File: config.mk
export PLATFORM = sky130hd
export DESIGN_NAME = interval_timer
export DESIGN_NICKNAME = d
export VERILOG_FILES = /design/src/hw/interval_timer_pkg.sv /design/src/hw/timer_tick_if.sv /design/src/hw/interval_timer.sv /design/src/hw/timer_tick_gen.sv
export SDC_FILE = /design/constraint.sdc
export NUM_CORES = 1
export LEC_CHECK = 0
export BUFFER_PORTS_ARGS = -buffer_cell sky130_fd_sc_hd__buf_2
export CAP_MARGIN = 10
export CORE_MARGIN = 4
export CORE_UTILIZATION = 61
export DETAILED_ROUTE_END_ITERATION = 8
export HOLD_SLACK_MARGIN = 0.03
export PLACE_DENSITY = 0.87
export SLEW_MARGIN = 20
export SYNTH_ARGS = -nofsm -noshare
export SYNTH_HDL_FRONTEND = slang
export SYNTH_SLANG_ARGS = --single-unit
File: constraint.sdc
create_clock -name i_core_clk -period 19.05 [get_ports i_core_clk]
set_input_delay 4.7625 -clock i_core_clk [delete_from_list [all_inputs] [get_ports i_core_clk]]
set_output_delay 4.7625 -clock i_core_clk [all_outputs]
set_load 0.005 [all_outputs]
File: src/hw/interval_timer_pkg.sv
// Purpose: shared constants and types for the three channel interval timer
// Assumes: host port strobes are one core clock wide and synchronous
// Notes: port offsets are the host i/o byte addresses
package interval_timer_pkg;

  // host i/o port map
  localparam logic [7:0] ADDR_CNT0 = 8'h40;
  localparam logic [7:0] ADDR_CNT1 = 8'h41;
  localparam logic [7:0] ADDR_CNT2 = 8'h42;
  localparam logic [7:0] ADDR_CTRL = 8'h43;
  localparam logic [7:0] ADDR_PORTB = 8'h61;
  localparam logic [7:0] ADDR_TIMER_MASK = 8'hfc;

  // port b fields
  localparam int PORTB_GATE_BIT = 0;
  localparam int PORTB_CH2_OUTPUT_FLAG_BIT = 5;
  localparam logic PORTB_GATE_RST = 1'b0;

  // control word fields
  localparam int CW_BCD_BIT = 0;
  localparam int CW_MODE_LSB = 1;
  localparam int CW_RW_LSB = 4;
  localparam int CW_SEL_LSB = 6;
  localparam logic [1:0] SEL_READBACK = 2'b11;
  localparam logic [1:0] RW_LATCH = 2'b00;
  localparam logic [1:0] RW_LOW = 2'b01;
  localparam logic [1:0] RW_HIGH = 2'b10;
  localparam logic [1:0] RW_WORD = 2'b11;

  // read-back command fields
  localparam int RB_SEL_LSB = 1;
  localparam int RB_STATUS_N_BIT = 4;
  localparam int RB_COUNT_N_BIT = 5;

  // status byte fields
  localparam int ST_NULL_BIT = 6;
  localparam int ST_OUT_BIT = 7;

  // reset values
  localparam logic [5:0] CTRL_RST = 6'h00;
  localparam logic [15:0] COUNT_RST = 16'h0000;
  localparam logic [7:0] RDATA_RST = 8'h00;

  // full range of a zero count
  localparam logic [16:0] BIN_FULL = 17'h10000;
  localparam logic [16:0] BCD_FULL = 17'h02710;

  // tick derivation from the oscillator input
  localparam int OSC_KHZ = 14318;
  localparam int TICK_KHZ = 1190;
  localparam int TICK_DIV = OSC_KHZ / TICK_KHZ;
  localparam int CORE_MHZ = 50;

  typedef enum logic [2:0] {
    MODE0 = 3'b000,
    MODE1 = 3'b001,
    MODE2 = 3'b010,
    MODE3 = 3'b011,
    MODE4 = 3'b100,
    MODE5 = 3'b101
  } mode_e;

endpackage : interval_timer_pkg

File: src/hw/timer_tick_if.sv
// Purpose: carries the common counter tick between timer modules
// Assumes: single core clock domain
// Notes: tick is a one-cycle pulse
`timescale 1ns/1ns
`default_nettype none
interface timer_tick_if;
  logic tick;
  modport src (output tick);
  modport dst (input tick);
endinterface : timer_tick_if
`default_nettype wire

File: src/hw/interval_timer.sv
// Purpose: three channel programmable interval timer behind host i/o ports
// Assumes: host read and write strobes last one core clock each
// Notes: direct unlatched reads of a running count may tear between bytes
`timescale 1ns/1ns
`default_nettype none
module interval_timer (
  input wire logic i_core_clk,
  input wire logic i_resetn,
  input wire logic i_osc14_clk,
  input wire logic [7:0] i_io_addr,
  input wire logic i_io_wr,
  input wire logic i_io_rd,
  input wire logic [7:0] i_io_wdata,
  output logic [7:0] o_io_rdata,
  output logic o_tod_irq,
  output logic o_refresh_req,
  output logic o_speaker,
  output logic o_ch2_output_flag
);

  timer_tick_if tk ();

  timer_tick_gen u_tick (
    .i_core_clk(i_core_clk),
    .i_resetn(i_resetn),
    .i_osc14_clk(i_osc14_clk),
    .tk(tk)
  );

  // bcd or binary decrement, wrapping below zero
  function automatic logic [15:0] cnt_dec(input logic [15:0] v, input logic bcd);
    logic [15:0] r;
    logic borrow;
    r = v;
    borrow = 1'b1;
    if (!bcd) begin
      r = v - 16'h0001;
    end else begin
      for (int d = 0; d < 4; d++) begin
        if (borrow) begin
          if (v[4*d +: 4] == 4'h0) begin
            r[4*d +: 4] = 4'h9;
          end else begin
            r[4*d +: 4] = v[4*d +: 4] - 4'h1;
            borrow = 1'b0;
          end
        end
      end
    end
    return r;
  endfunction : cnt_dec

  // binary magnitude of a count, zero standing for full range
  function automatic logic [16:0] cnt_val(input logic [15:0] v, input logic bcd);
    logic [16:0] r;
    r = {1'b0, v};
    if (v == 16'h0000) begin
      r = bcd ? interval_timer_pkg::BCD_FULL : interval_timer_pkg::BIN_FULL;
    end else if (bcd) begin
      r = 17'(v[15:12]) * 17'd1000 + 17'(v[11:8]) * 17'd100
          + 17'(v[7:4]) * 17'd10 + 17'(v[3:0]);
    end
    return r;
  endfunction : cnt_val

  // bit 3 is a don't-care for modes 2 and 3
  function automatic interval_timer_pkg::mode_e mode_dec(input logic [2:0] m);
    return interval_timer_pkg::mode_e'(m[1] ? {1'b0, m[1:0]} : m);
  endfunction : mode_dec

  logic [15:0] count_r [3];
  logic [15:0] cr_r [3];
  logic [15:0] latch_r [3];
  logic [16:0] n_r [3];
  logic [5:0] ctrl_r [3];
  logic [7:0] status_r [3];
  logic [2:0] out_r;
  logic [2:0] null_r;
  logic [2:0] loadreq_r;
  logic [2:0] started_r;
  logic [2:0] armed_r;
  logic [2:0] trig_r;
  logic [2:0] gate_q_r;
  logic [2:0] latched_r;
  logic [2:0] stat_valid_r;
  logic [2:0] wr_hi_r;
  logic [2:0] rd_hi_r;
  logic gate_bit_r;
  logic [7:0] rdata_r;

  logic [2:0] gate;
  logic [2:0] chan_hit;
  logic cw_wr;
  logic rb_cmd;
  logic [1:0] cw_sel;
  logic [1:0] cw_rw;
  logic [15:0] dec_w [3];
  logic [7:0] rd_byte [3];
  interval_timer_pkg::mode_e mode_w [3];

  assign gate = {gate_bit_r, 1'b1, 1'b1};
  assign cw_sel = i_io_wdata[interval_timer_pkg::CW_SEL_LSB +: 2];
  assign cw_rw = i_io_wdata[interval_timer_pkg::CW_RW_LSB +: 2];
  assign cw_wr = i_io_wr && (i_io_addr == interval_timer_pkg::ADDR_CTRL);
  assign rb_cmd = cw_wr && (cw_sel == interval_timer_pkg::SEL_READBACK);

  always_comb begin
    for (int i = 0; i < 3; i++) begin
      chan_hit[i] = ((i_io_addr & interval_timer_pkg::ADDR_TIMER_MASK)
                    == interval_timer_pkg::ADDR_CNT0) && (i_io_addr[1:0] == 2'(i));
      mode_w[i] = mode_dec(ctrl_r[i][interval_timer_pkg::CW_MODE_LSB +: 3]);
      dec_w[i] = cnt_dec(count_r[i], ctrl_r[i][interval_timer_pkg::CW_BCD_BIT]);
      rd_byte[i] = 8'h00;
      if (stat_valid_r[i]) begin
        rd_byte[i] = status_r[i];
      end else begin
        case (ctrl_r[i][interval_timer_pkg::CW_RW_LSB +: 2])
          interval_timer_pkg::RW_LOW: rd_byte[i] = latched_r[i] ? latch_r[i][7:0] : count_r[i][7:0];
          interval_timer_pkg::RW_HIGH: rd_byte[i] = latched_r[i] ? latch_r[i][15:8] : count_r[i][15:8];
          interval_timer_pkg::RW_WORD: begin
            if (rd_hi_r[i]) begin
              rd_byte[i] = latched_r[i] ? latch_r[i][15:8] : count_r[i][15:8];
            end else begin
              rd_byte[i] = latched_r[i] ? latch_r[i][7:0] : count_r[i][7:0];
            end
          end
          default: rd_byte[i] = 8'h00;
        endcase
      end
    end
  end

  // port b gate control
  always_ff @(posedge i_core_clk or negedge i_resetn) begin
    if (!i_resetn) begin
      gate_bit_r <= interval_timer_pkg::PORTB_GATE_RST;
    end else if (i_io_wr && (i_io_addr == interval_timer_pkg::ADDR_PORTB)) begin
      gate_bit_r <= i_io_wdata[interval_timer_pkg::PORTB_GATE_BIT];
    end
  end

  // read data path; unmapped addresses read zero
  always_ff @(posedge i_core_clk or negedge i_resetn) begin
    if (!i_resetn) begin
      rdata_r <= interval_timer_pkg::RDATA_RST;
    end else if (i_io_rd) begin
      rdata_r <= 8'h00;
      if (i_io_addr == interval_timer_pkg::ADDR_PORTB) begin
        rdata_r[interval_timer_pkg::PORTB_GATE_BIT] <= gate_bit_r;
        rdata_r[interval_timer_pkg::PORTB_CH2_OUTPUT_FLAG_BIT] <= out_r[2];
      end else begin
        for (int i = 0; i < 3; i++) begin
          if (chan_hit[i]) begin
            rdata_r <= rd_byte[i];
          end
        end
      end
    end
  end

  // counter cores and their host-side state
  always_ff @(posedge i_core_clk or negedge i_resetn) begin
    if (!i_resetn) begin
      for (int i = 0; i < 3; i++) begin
        count_r[i] <= interval_timer_pkg::COUNT_RST;
        cr_r[i] <= interval_timer_pkg::COUNT_RST;
        latch_r[i] <= interval_timer_pkg::COUNT_RST;
        n_r[i] <= interval_timer_pkg::BIN_FULL;
        ctrl_r[i] <= interval_timer_pkg::CTRL_RST;
        status_r[i] <= 8'h00;
      end
      out_r <= 3'b000;
      null_r <= 3'b000;
      loadreq_r <= 3'b000;
      started_r <= 3'b000;
      armed_r <= 3'b000;
      trig_r <= 3'b000;
      gate_q_r <= 3'b000;
      latched_r <= 3'b000;
      stat_valid_r <= 3'b000;
      wr_hi_r <= 3'b000;
      rd_hi_r <= 3'b000;
    end else begin
      gate_q_r <= gate;
      for (int i = 0; i < 3; i++) begin
        // a gate rise held until the next tick; a new rise wins over the clear
        trig_r[i] <= (gate[i] && !gate_q_r[i]) || (trig_r[i] && !tk.tick);
        if (tk.tick) begin
          if (trig_r[i] && (mode_w[i] == interval_timer_pkg::MODE1
              || mode_w[i] == interval_timer_pkg::MODE2
              || mode_w[i] == interval_timer_pkg::MODE3
              || mode_w[i] == interval_timer_pkg::MODE5)) begin
            count_r[i] <= cr_r[i];
            n_r[i] <= cnt_val(cr_r[i], ctrl_r[i][interval_timer_pkg::CW_BCD_BIT]);
            null_r[i] <= 1'b0;
            started_r[i] <= 1'b1;
            armed_r[i] <= 1'b1;
            loadreq_r[i] <= 1'b0;
            out_r[i] <= (mode_w[i] != interval_timer_pkg::MODE1);
          end else if (loadreq_r[i]) begin
            count_r[i] <= cr_r[i];
            n_r[i] <= cnt_val(cr_r[i], ctrl_r[i][interval_timer_pkg::CW_BCD_BIT]);
            null_r[i] <= 1'b0;
            started_r[i] <= 1'b1;
            armed_r[i] <= 1'b1;
            loadreq_r[i] <= 1'b0;
            out_r[i] <= (mode_w[i] != interval_timer_pkg::MODE0);
          end else if (started_r[i] && (gate[i] || mode_w[i] == interval_timer_pkg::MODE1)) begin
            case (mode_w[i])
              interval_timer_pkg::MODE0, interval_timer_pkg::MODE1: begin
                count_r[i] <= dec_w[i];
                if (dec_w[i] == 16'h0000) begin
                  out_r[i] <= 1'b1;
                end
              end
              interval_timer_pkg::MODE2, interval_timer_pkg::MODE3: begin
                if (count_r[i] == 16'h0001) begin
                  count_r[i] <= cr_r[i];
                  n_r[i] <= cnt_val(cr_r[i], ctrl_r[i][interval_timer_pkg::CW_BCD_BIT]);
                  null_r[i] <= 1'b0;
                  out_r[i] <= 1'b1;
                end else begin
                  count_r[i] <= dec_w[i];
                  if (mode_w[i] == interval_timer_pkg::MODE2) begin
                    out_r[i] <= (dec_w[i] != 16'h0001);
                  end else begin
                    // high while more than half remains, so odd counts stay high longer
                    out_r[i] <= cnt_val(dec_w[i], ctrl_r[i][interval_timer_pkg::CW_BCD_BIT])
                                > (n_r[i] >> 1);
                  end
                end
              end
              interval_timer_pkg::MODE4, interval_timer_pkg::MODE5: begin
                if (mode_w[i] == interval_timer_pkg::MODE5 && count_r[i] == 16'h0000
                    && null_r[i]) begin
                  count_r[i] <= cr_r[i];
                  n_r[i] <= cnt_val(cr_r[i], ctrl_r[i][interval_timer_pkg::CW_BCD_BIT]);
                  null_r[i] <= 1'b0;
                  armed_r[i] <= 1'b1;
                  out_r[i] <= 1'b1;
                end else begin
                  // one strobe per load, not one per wrap
                  count_r[i] <= dec_w[i];
                  out_r[i] <= !(dec_w[i] == 16'h0000 && armed_r[i]);
                  if (dec_w[i] == 16'h0000) begin
                    armed_r[i] <= 1'b0;
                  end
                end
              end
              default: count_r[i] <= count_r[i];
            endcase
          end
        end
        if (mode_w[i] == interval_timer_pkg::MODE3 && !gate[i]) begin
          out_r[i] <= 1'b1;
        end

        // host writes come last so a write wins over a same-cycle load
        if (cw_wr && !rb_cmd && cw_sel == 2'(i)) begin
          if (cw_rw == interval_timer_pkg::RW_LATCH) begin
            if (!latched_r[i]) begin
              latch_r[i] <= count_r[i];
              latched_r[i] <= 1'b1;
            end
          end else begin
            ctrl_r[i] <= i_io_wdata[5:0];
            out_r[i] <= (mode_dec(i_io_wdata[3:1]) != interval_timer_pkg::MODE0);
            started_r[i] <= 1'b0;
            loadreq_r[i] <= 1'b0;
            null_r[i] <= 1'b1;
            wr_hi_r[i] <= 1'b0;
            rd_hi_r[i] <= 1'b0;
            latched_r[i] <= 1'b0;
            stat_valid_r[i] <= 1'b0;
          end
        end
        if (rb_cmd && i_io_wdata[interval_timer_pkg::RB_SEL_LSB + i]) begin
          if (!i_io_wdata[interval_timer_pkg::RB_COUNT_N_BIT] && !latched_r[i]) begin
            latch_r[i] <= count_r[i];
            latched_r[i] <= 1'b1;
          end
          if (!i_io_wdata[interval_timer_pkg::RB_STATUS_N_BIT] && !stat_valid_r[i]) begin
            status_r[i] <= {out_r[i], null_r[i], ctrl_r[i]};
            stat_valid_r[i] <= 1'b1;
          end
        end
        if (i_io_wr && chan_hit[i]) begin
          case (ctrl_r[i][interval_timer_pkg::CW_RW_LSB +: 2])
            interval_timer_pkg::RW_LOW: cr_r[i] <= {8'h00, i_io_wdata};
            interval_timer_pkg::RW_HIGH: cr_r[i] <= {i_io_wdata, 8'h00};
            interval_timer_pkg::RW_WORD: begin
              if (wr_hi_r[i]) begin
                cr_r[i][15:8] <= i_io_wdata;
              end else begin
                cr_r[i][7:0] <= i_io_wdata;
              end
              wr_hi_r[i] <= !wr_hi_r[i];
            end
            default: cr_r[i] <= cr_r[i];
          endcase
          if (ctrl_r[i][interval_timer_pkg::CW_RW_LSB +: 2] != interval_timer_pkg::RW_WORD
              || wr_hi_r[i]) begin
            null_r[i] <= 1'b1;
            if (mode_w[i] == interval_timer_pkg::MODE0 || mode_w[i] == interval_timer_pkg::MODE4
                || (!started_r[i] && (mode_w[i] == interval_timer_pkg::MODE2
                || mode_w[i] == interval_timer_pkg::MODE3))) begin
              loadreq_r[i] <= 1'b1;
            end
          end
        end
        if (i_io_rd && chan_hit[i]) begin
          if (stat_valid_r[i]) begin
            stat_valid_r[i] <= 1'b0;
          end else if (ctrl_r[i][interval_timer_pkg::CW_RW_LSB +: 2]
                       == interval_timer_pkg::RW_WORD) begin
            rd_hi_r[i] <= !rd_hi_r[i];
            if (rd_hi_r[i]) begin
              latched_r[i] <= 1'b0;
            end
          end else begin
            latched_r[i] <= 1'b0;
          end
        end
      end
    end
  end

  assign o_io_rdata = rdata_r;
  assign o_tod_irq = out_r[0];
  assign o_refresh_req = out_r[1];
  assign o_speaker = out_r[2];
  assign o_ch2_output_flag = out_r[2];

endmodule : interval_timer
`default_nettype wire

File: src/hw/timer_tick_gen.sv
// Purpose: divides the oscillator input down to the counter tick
// Assumes: oscillator input is sampled by the faster core clock
// Notes: core clock must exceed twice the oscillator rate
`timescale 1ns/1ns
`default_nettype none
module timer_tick_gen (
  input wire logic i_core_clk,
  input wire logic i_resetn,
  input wire logic i_osc14_clk,
  timer_tick_if.src tk
);
  localparam logic [3:0] DIV_LAST = 4'(interval_timer_pkg::TICK_DIV - 1);

  logic osc_q_r;
  logic [3:0] div_r;
  logic tick_r;

  always_ff @(posedge i_core_clk or negedge i_resetn) begin
    if (!i_resetn) begin
      osc_q_r <= 1'b0;
    end else begin
      osc_q_r <= i_osc14_clk;
    end
  end

  // one tick per twelve oscillator rising edges
  always_ff @(posedge i_core_clk or negedge i_resetn) begin
    if (!i_resetn) begin
      div_r <= 4'h0;
      tick_r <= 1'b0;
    end else begin
      tick_r <= 1'b0;
      if (i_osc14_clk && !osc_q_r) begin
        if (div_r == DIV_LAST) begin
          div_r <= 4'h0;
          tick_r <= 1'b1;
        end else begin
          div_r <= div_r + 4'h1;
        end
      end
    end
  end

  assign tk.tick = tick_r;
endmodule : timer_tick_gen
`default_nettype wire

# --- Word-level counts from Yosys, hierarchy flattened ---
# Cells that the tools add are included.
# W data, S select, Z words.
word_totals:
  reg_bits: 285
  input_bits: 21
  wordCells: 688
op_classes:
  n_eq_ne: 57
  addsub: 34
  bitwise: 1
  multipliers: 18
  magnitude_cmp: 3
  n_reduce_logical: 178
  muxes: 358
ops:
  columns: ["cell", "count"]
  rows:
  - ["$mux W17", 51]
  - ["$mux W16", 33]
  - ["$pmux W16 S3", 6]
  - ["$mux W1", 207]
  - ["$mux W8", 21]
  - ["$logic_not A16 Y1", 9]
  - ["$add A16 B4 Y17", 6]
  - ["$pmux W17 S2", 3]
  - ["$add A15 B8 Y16", 6]
  - ["$mux W4", 23]
  - ["$add A14 B11 Y15", 6]
  - ["$pmux W8 S3", 3]
  - ["$mul A4 B7 Y11 const B", 6]
  - ["$mul A4 B5 Y9 const B", 6]
  - ["$gt A17 B16 Y1", 3]
  - ["$eq A16 B1 Y1 const B", 3]
  - ["$logic_not A4 Y1", 12]
  - ["$ne A16 B1 Y1 const B", 3]
  - ["$sub A16 B1 Y16 const B", 3]
  - ["$sub A4 B1 Y4 const B", 12]
  - ["$logic_and A1 B1 Y1", 47]
  - ["$mul A4 B3 Y7 const B", 6]
  - ["$reduce_bool A3 Y1", 13]
  - ["$logic_not A1 Y1", 27]
  - ["27 further kinds", 134]

# --- Longest topological paths before layout ---
# Gate-level depths: netlist of the first run.
logic_depth:
  ltp_word: 33
  ltp_mapped: 37

# --- Modules after synthesis ---
# Synthesis of the first run repeated with hierarchy kept, for this count alone.
unflattened:
  hier_cells: 3067
  hier_area_um2: 27124.8
modules_own_cells:
  columns: ["module", "area_per_inst_um2", "instances", "cells_each", "seq_area_each_um2"]
  rows:
  - ["interval_timer", 26854.5, 1, 3044, 6885.4]
  - ["timer_tick_gen", 270.3, 1, 23, 150.1]

# --- Worst setup path after synthesis of the first run ---
# OpenSTA, ideal clock, no wires.
synth_path:
  kind: "register to register"
  start: "reg count_r[26] (netlist bit)"
  end: "reg out_r[1]"
  setup_time_ps: 149
  slack_ps: 11177
  required_ps: 18901
  stages_incl_launch_ff: 31
  path_buffers: 1
  t_arrival_ps: 7724
  cell_sequence: "dfrtp_1 -> clkbuf_1 -> or4_1 -> nor3_1 -> nand3_1 -> o22a_1 -> o21ai_0 -> ha_1 -> inv_1 -> fa_1 -> inv_1 -> fa_1 -> inv_1 -> fa_1 -> inv_1 -> ha_1 -> ha_1 -> o211a_1 -> o41ai_1 -> o21a_1 -> or4b_2 -> mux2i_1 -> nor3_1 -> ha_1 -> nand3_1 -> nor2_1 -> nand3_1 -> a21oi_1 -> o21ai_0 -> a31oi_1 -> a31oi_1"
synth_between:
  elab_chain_cells: 29
synth_rtl:
  columns: ["item", "line_no", "text"]
  rows:
  - ["from (decl)", "interval_timer.sv:71", "logic [15:0] count_r [3];"]
  - ["from (signal, indexed assignment)", "interval_timer.sv:165", "count_r[i] <= interval_timer_pkg::COUNT_RST;"]
  - ["from (signal, indexed assignment)", "interval_timer.sv:193", "count_r[i] <= cr_r[i];"]
  - ["from (signal, indexed assignment)", "interval_timer.sv:201", "count_r[i] <= cr_r[i];"]
  - ["branches (longest 22 deep; another with $add A16 B4 Y17)", null, null]
  - ["$pmux W1 S3 (*)", "interval_timer.sv:209", "case (mode_w[i])"]
  - ["$mux W1 (*)", "interval_timer.sv:208", "end else if (started_r[i] && (gate[i] || mode_w[i] == interval_timer_pkg::MODE1)) begin"]
  - ["$mux W1 (*)", "interval_timer.sv:200", "end else if (loadreq_r[i]) begin"]
  - ["$mux W1 (*)", "interval_timer.sv:189", "if (trig_r[i] && (mode_w[i] == interval_timer_pkg::MODE1"]
  - ["$mux W1 (*)", "interval_timer.sv:188", "if (tk.tick) begin"]
  - ["$mux W1", "interval_timer.sv:260", "if (cw_rw == interval_timer_pkg::RW_LATCH) begin"]
  - ["$mux W1 (*)", "interval_timer.sv:259", "if (cw_wr && !rb_cmd && cw_sel == 2'(i)) begin"]
  - ["to (signal, indexed assignment)", "interval_timer.sv:199", "out_r[i] <= (mode_w[i] != interval_timer_pkg::MODE1);"]
  - ["to (signal, indexed assignment)", "interval_timer.sv:207", "out_r[i] <= (mode_w[i] != interval_timer_pkg::MODE0);"]
  - ["to (signal, indexed assignment)", "interval_timer.sv:267", "out_r[i] <= (mode_dec(i_io_wdata[3:1]) != interval_timer_pkg::MODE0);"]
  - ["to (decl)", "interval_timer.sv:77", "logic [2:0] out_r;"]
# Every way passes the cells marked *. The select of a mux whose other input is x is not followed.
# A chain may end at the register's enable or synchronous reset.

# --- Final worst setup path of the first run ---
layout_path:
  start: "reg count_r[16] (netlist bit)"
  end: "reg out_r[1]"
layout_between:
  elab_chain_cells: 32
layout_rtl:
  columns: ["item", "line_no", "text"]
  rows:
  - ["$logic_not A4 Y1", "interval_timer.sv:41", "if (v[4*d +: 4] == 4'h0) begin"]
  - ["$mux W1", "interval_timer.sv:41", null]
  - ["$mux W1", "interval_timer.sv:36", "if (!bcd) begin"]
  - ["$mux W1", "interval_timer.sv:40", "if (borrow) begin"]
  - ["$mux W1", "interval_timer.sv:36", null]
  - ["$mux W1", "interval_timer.sv:40", null]
  - ["$mux W1", "interval_timer.sv:36", null]
  - ["$mux W4", "interval_timer.sv:40", null]
  - ["[... 16 more ...]", null, null]
  - ["$mux W1", "interval_timer.sv:217", "if (count_r[i] == 16'h0001) begin"]
  - ["$pmux W1 S3 (*)", "interval_timer.sv:209", null]
  - ["$mux W1 (*)", "interval_timer.sv:208", null]
  - ["$mux W1 (*)", "interval_timer.sv:200", null]
  - ["$mux W1 (*)", "interval_timer.sv:189", null]
  - ["$mux W1 (*)", "interval_timer.sv:188", null]
  - ["$mux W1", "interval_timer.sv:260", null]
  - ["$mux W1 (*)", "interval_timer.sv:259", null]
# Mark *: on every way between the ends. The rest lies on a longest branch, timed or not. The select of a mux whose other input is x is not followed.

==> results of run 1 <==
worst paths after layout:
kind                        startpoint            to  slack (ps)  depth (start not counted)
setup reg to reg           count_r[16]      out_r[1]       10560                         32
hold reg to reg            gate_q_r[2]     trig_r[2]         430                          1
min in group asynchronous     i_resetn   count_r[30]        4100                          1
setup / recovery           count_r[16]      out_r[1]       10560                         32
hold / removal             gate_q_r[2]     trig_r[2]         430                          1
max in group asynchronous     i_resetn  latched_r[1]       13110                          3
per-stage QoR:
stage	util (%)	area [um2]	setup slack [ps]
2_1_floorplan	-	27370	11180
3_3_place_gp	62.76	27810	10920
3_5_place_dp	62.76	27810	10650
4_1_cts	65.27	28930	10650
5_1_grt	65.37	28970	9970
6_report	65.38	28970	10560
kinds of logic after synthesis:
logic type / count (synthesis) / synth area share (%)
compound gates: 757 / 17.48
xor+xnor: 140 / 4.480
fa+ha+maj: 484 / 24.87
buf+inv: 488 / 7.068
flops: 281 / 25.71
mux: 160 / 6.195
other cells: 1 / 0.01370
simple gates: 799 / 14.18
layout make-up:
| type | instances | area, um2 |
|---|---|---|
| antenna | 3 | 7.507 |
| clock buffer | 41 | 863.3 |
| clock inverter | 15 | 251.5 |
| fill | 3531 | 15340 |
| inverter | 336 | 1261 |
| multi-input combinational | 2341 | 18440 |
| sequential | 281 | 7036 |
| tap | 592 | 740.7 |
| timing repair buffer | 56 | 370.4 |
metal layers:
layer | up-vias | GRT usage [%]
met2 | 1057 | 50.15
met4 | 6 | 13.56
met1 | 11400 | 39.82
li1 | 10780 | -
met3 | 284 | 4.192
met5 | - | 0
synth_stat cells (25+ instances only):
library cell,count
a22o_1,39
a31oi_1,31
dfrtp_1,278
a21o_1,56
fa_1,100
nor2b_1,34
inv_1,333
clkbuf_1,125
nor2_1,166
ha_1,384
o31ai_1,32
xor2_1,45
mux2_2,75
nand2_1,292
mux2i_1,85
o21ai_0,206
o22ai_1,27
nor4_1,25
a21oi_1,189
xnor2_1,95
nand3_1,58
nor3_1,68
worst max-delay path: cells and delay by family, from the launching register on:
family,cells,cell delay [ps]
AOI/OAI and AO/OA,10,2130
xor gates and xnor gates,1,150
adders and majority gates,8,2840
buffers and inverters,4,490
DFF,1,510
muxes,1,190
and+or+nand+nor,8,2020
flip-flops by register name, indices dropped and copies added (netlist names), 4 cells and up:
register / count
count_r: 48
cr_r: 48
ctrl_r: 18
latch_r: 48
n_r: 48
o_io_rdata: 8
status_r: 24
u_tick.div_r: 4
placed cells by master (no fill, tap or decap), types with 20 or more instances in the layout:
master and count:
a21oi_1 189, inv_1 333, clkbuf_16 31, dfrtp_1 278
nor2b_1 34, mux2i_1 85, o22ai_1 27, nand2_1 292
fa_1 100, o31ai_1 32, ha_1 384, o21ai_0 204
nor4_1 25, nand4_1 23, nand3_1 58, xnor2_1 95
nor2_1 165, a31oi_1 31, buf_2 31, buf_4 23
o21bai_1 20, xor2_1 45, a22o_1 39, or3_1 23
nor3_1 66, a21o_1 56, mux2_2 75
==> flow_summary.toml, run 1 <==
[global_routing]
grt_max_degree = 131
overflow = 0
grt_pass1_wl_mm = 119.5
groute.usage.overall_pct = 30.33
grt_antenna_before_repair = 5
grt_pass1_vias = 23360

[place]
dp_cells = 3605
io_buffers = 32
post-dp-hpwl_mm = 55.54
place_congestion = 0.9442

[sta]
final-setup-viol-count = 0
period_minus_slack_ps = 8485
setup_tns_ps = 0
max_slew.worst_pin.slew_ps = 1074
clock_skew_ps = 28.79
slew_headroom_pct = 28.37
hold_viol = 0
fin_crit_sh_pct = 44.54
slew_violations = 0
fmax_ghz = 0.1179
rsz0062_at_grt = "no"
hold_ws_ps = 432.8

[clock_tree]
clk_pin_slew_ps = 70
tritoncts = "built"
post_cts_resized = 0
cts_buffer_depth = 3
post-cts-setup-buffers = 0
clockRootBuffer = "clkbuf_16"
tritoncts_num_sinks = 281
htreeDepth = 1
hold_buffers = 0
cts_made_buffers = 31
clk_latency_ps = 590

[logic_synthesis]
synth.area.top_cells = "dfrtp_1, ha_1, fa_1"
syn_avg_cell_area_um2 = 8.800
syn_nets = 3615
syn-instance-count = 3110
synthDominantCellAreaShare_pct = 25.42
seq_area_frac_synth_pct = 25.71
async_flop_share_pct = 100.0
ys_warn_count = 0
ys_types = 88
yosysTopAreaCell = "dfrtp_1"
syn_area_um2 = 27370
ys_seq_elements = 281
synthFlopType = "dfrtp_1"
synth_edf_count = 0

[floorplan]
core_region_area_um2 = 44320
die_x_um = 219.8
dieArea_um2 = 48320
die_height_um = 219.8
initial_core_util_pct = 61.75
io_pins = 33
rows = 77

[drt]
avgRoutedWirePerCell_um = 20.20
drt_iter0_drc = 2238
dr.max_layer_used = "met5"
drc_errors = 0
vias = 23530
wl_met1_mm = 29.85
wl_met3_mm = 5.655
drtAntennaViolNets = 0
viasPerCell = 6.420
firstDrtPassIters = 7
totalWireLength_mm = 74.05
routed-wl-met2_mm = 34.83

[worst_setup_path]
slowest_stage = "or4b_2"
critPathLaunchType = "flop"
crit_arrival_ps = 8900
critPathCaptureType = "flop"
required_ps = 19460
worst-path-max-fanout = 12
crit_top_cell = "ha_1"
max_stage_delay_ps = 690
worstSetupPathType = "reg -> reg"

[cells_and_area]
nNetsFinal = 3552
instances_no_fill = 3665
final_layout_size_suffix_gt1_share_pct = 7.557
area_growth_pct = 5.870

[run]
drv_cap = 0

[hold_path]
hold_path_class = "reg -> reg"

[status]
status = "completed"
Power of run 1 is left out: the tool's default activity adds up to more than one toggle a clock period on the data nets, which glitch-free logic cannot reach.
==> inputs of run 2 (changes only) <==
Clock period 19.05 ns to 8.2 ns, I/O delays scaled along.
==> run 2 against run 1 <==
Sequential share of layout area decreased by 0.23 points. Count of clock-buffer cells in the layout up 1. Global-route usage is 0.44 points higher. Setup slack lost 10000 ps. Maximum frequency up 9.4%. Via count rose by 0.14%. Critical path depth fell by 4. Wire length up 1.6%. Hold slack improved by 42 ps. Flip-flop and latch count did not move.
==> flow_summary.toml, run 2 (synthesis gave the netlist of run 1 again) <==
[cells_and_area]
num-fill-cells = 3459
instances_no_fill = 3702
area_growth_pct = 6.967
final_cell_mix = "ha_1, inv_1, nand2_1"
final_layout_size_suffix_gt1_share_pct = 9.269
nNetsFinal = 3588
mostFrequentLayoutCell = "ha_1"

[run]
drv_cap = 0

[clock_tree]
tritoncts = "built"
clockRootBuffer = "clkbuf_16"
htreeDepth = 1
hold_buffers = 0
clk_pin_slew_ps = 70
cts_buffer_depth = 3
tritoncts_num_sinks = 281
cts_made_buffers = 31
clk_latency_ps = 570

[global_routing]
overflow = 0
gr-usage-met3_pct = 4.054
groute.usage.overall_pct = 30.77
use_met2_pct = 50.91
grt_max_degree = 169
grt_pass1_vias = 23480
gr-max-usage-layer = "met2"
grt_antenna_before_repair = 4
use_met1_pct = 41.38
grt_pass1_wl_mm = 121.2

[sta]
rsz0062_at_grt = "no"
clock_skew_ps = 8.445
fin_crit_sh_pct = 94.62
fmax_ghz = 0.1289
setup_tns_ps = 0
period_minus_slack_ps = 7759
max_slew.worst_pin.slew_ps = 1106
hold_viol = 0
slew_headroom_pct = 26.25
slew_violations = 0
final-setup-viol-count = 0

[place]
dp_cells = 3639
post-dp-hpwl_mm = 56.96
place_congestion = 0.9691
io_buffers = 32

[hold_path]
whs_endpoint = "trig_r[2]"
holdPathStages = 1
worstHoldStart = "gate_q_r[2]"
hold_path_class = "reg -> reg"

[floorplan]
rows = 77
die_height_um = 219.8
initial_core_util_pct = 61.75
dieArea_um2 = 48320
io_pins = 33
die_x_um = 219.8
core_region_area_um2 = 44320

[worst_setup_path]
r2r_slack_ps = 440
rr_worst_depth = 28
critPathCaptureType = "flop"
worstSetupPathType = "reg -> reg"
crit-reg2reg-launch = "count_r[38]"
critPathLaunchType = "flop"
slowest_stage = "or4_1"
rr_endpoint = "out_r[0]"
worst-path-max-fanout = 11
crit_arrival_ps = 8200
required_ps = 8640
crit_top_cell = "ha_1"
max_stage_delay_ps = 690

[drt]
vias = 23560
viasPerCell = 6.364
totalWireLength_mm = 75.22
firstDrtPassIters = 6
drc_errors = 0
drt_iter0_drc = 2523
drtAntennaViolNets = 0
avgRoutedWirePerCell_um = 20.32

[status]
status = "completed"
run 2: cell count changes in the layout (fill, tap and decap cells not counted), sizes merged:
cell and change:
clkbuf +1, bufinv -3, inv +3, buf +36
run 2: routing by layer:
| metal | part of all wire [%] | vias to the layer above |
|---|---|---|
| li1 | - | 10850 |
| met1 | 41 | 11360 |
| met2 | 47 | 1128 |
| met3 | 8.2 | 227 |
| met4 | 4.1 | 2 |
| met5 | 0.011 | - |
run 2: final cells by class:
cell class	instances	area (um2)	area share, %
Multi-Input combinational cell	2341	18500	63.20
Timing Repair Buffer	92	636.9	2.175
Antenna cell	3	7.507	0.02564
Clock buffer	42	907.1	3.099
Clock inverter	15	180.2	0.6155
Sequential cell	281	7041	24.05
Inverter	336	1261	4.308
Tap cell	592	740.7	2.530
run 2: critical path, delay by kind of cell (launching register included):
family	cells	cell delay, ps
flops	1	520
fa+ha+maj	7	2420
simple gates	9	2690
buf+inv	2	210
xor+xnor	1	140
compound gates	9	1650
run 2: through the flow:
stage / cell area, um2 / setup WS, ps / utilization (%) / hold slack [ps]
floorplan: 27370 / 326.8 / - / 409.5
global placement: 28080 / 426.0 / 63.36 / 419.5
detailed placement: 28080 / 140.4 / 63.36 / 466.8
CTS: 29170 / 119.3 / 65.81 / 466.9
global route: 29270 / 4.112 / 66.04 / 499.7
finish: 29270 / 440.9 / 66.06 / 474.6
run 2: worst max path at each step:
stage,startpoint,to,cells past startpoint
detailed placement,count_r[17],out_r[1],32
finish,count_r[38],out_r[0],28
global route,count_r[27],out_r[1],31
global placement,count_r[17],out_r[1],33
floorplan,count_r[26],out_r[1],30
CTS,count_r[17],out_r[1],32
run 2: what timing repair did:
action                                 4_1_cts  5_1_grt
setup buffers                                0        2
gates resized for setup                      0       24
endpoints found under the hold margin        0        0
setup endpoints to repair                    0        3
Power of run 2 is left out for the same reason.
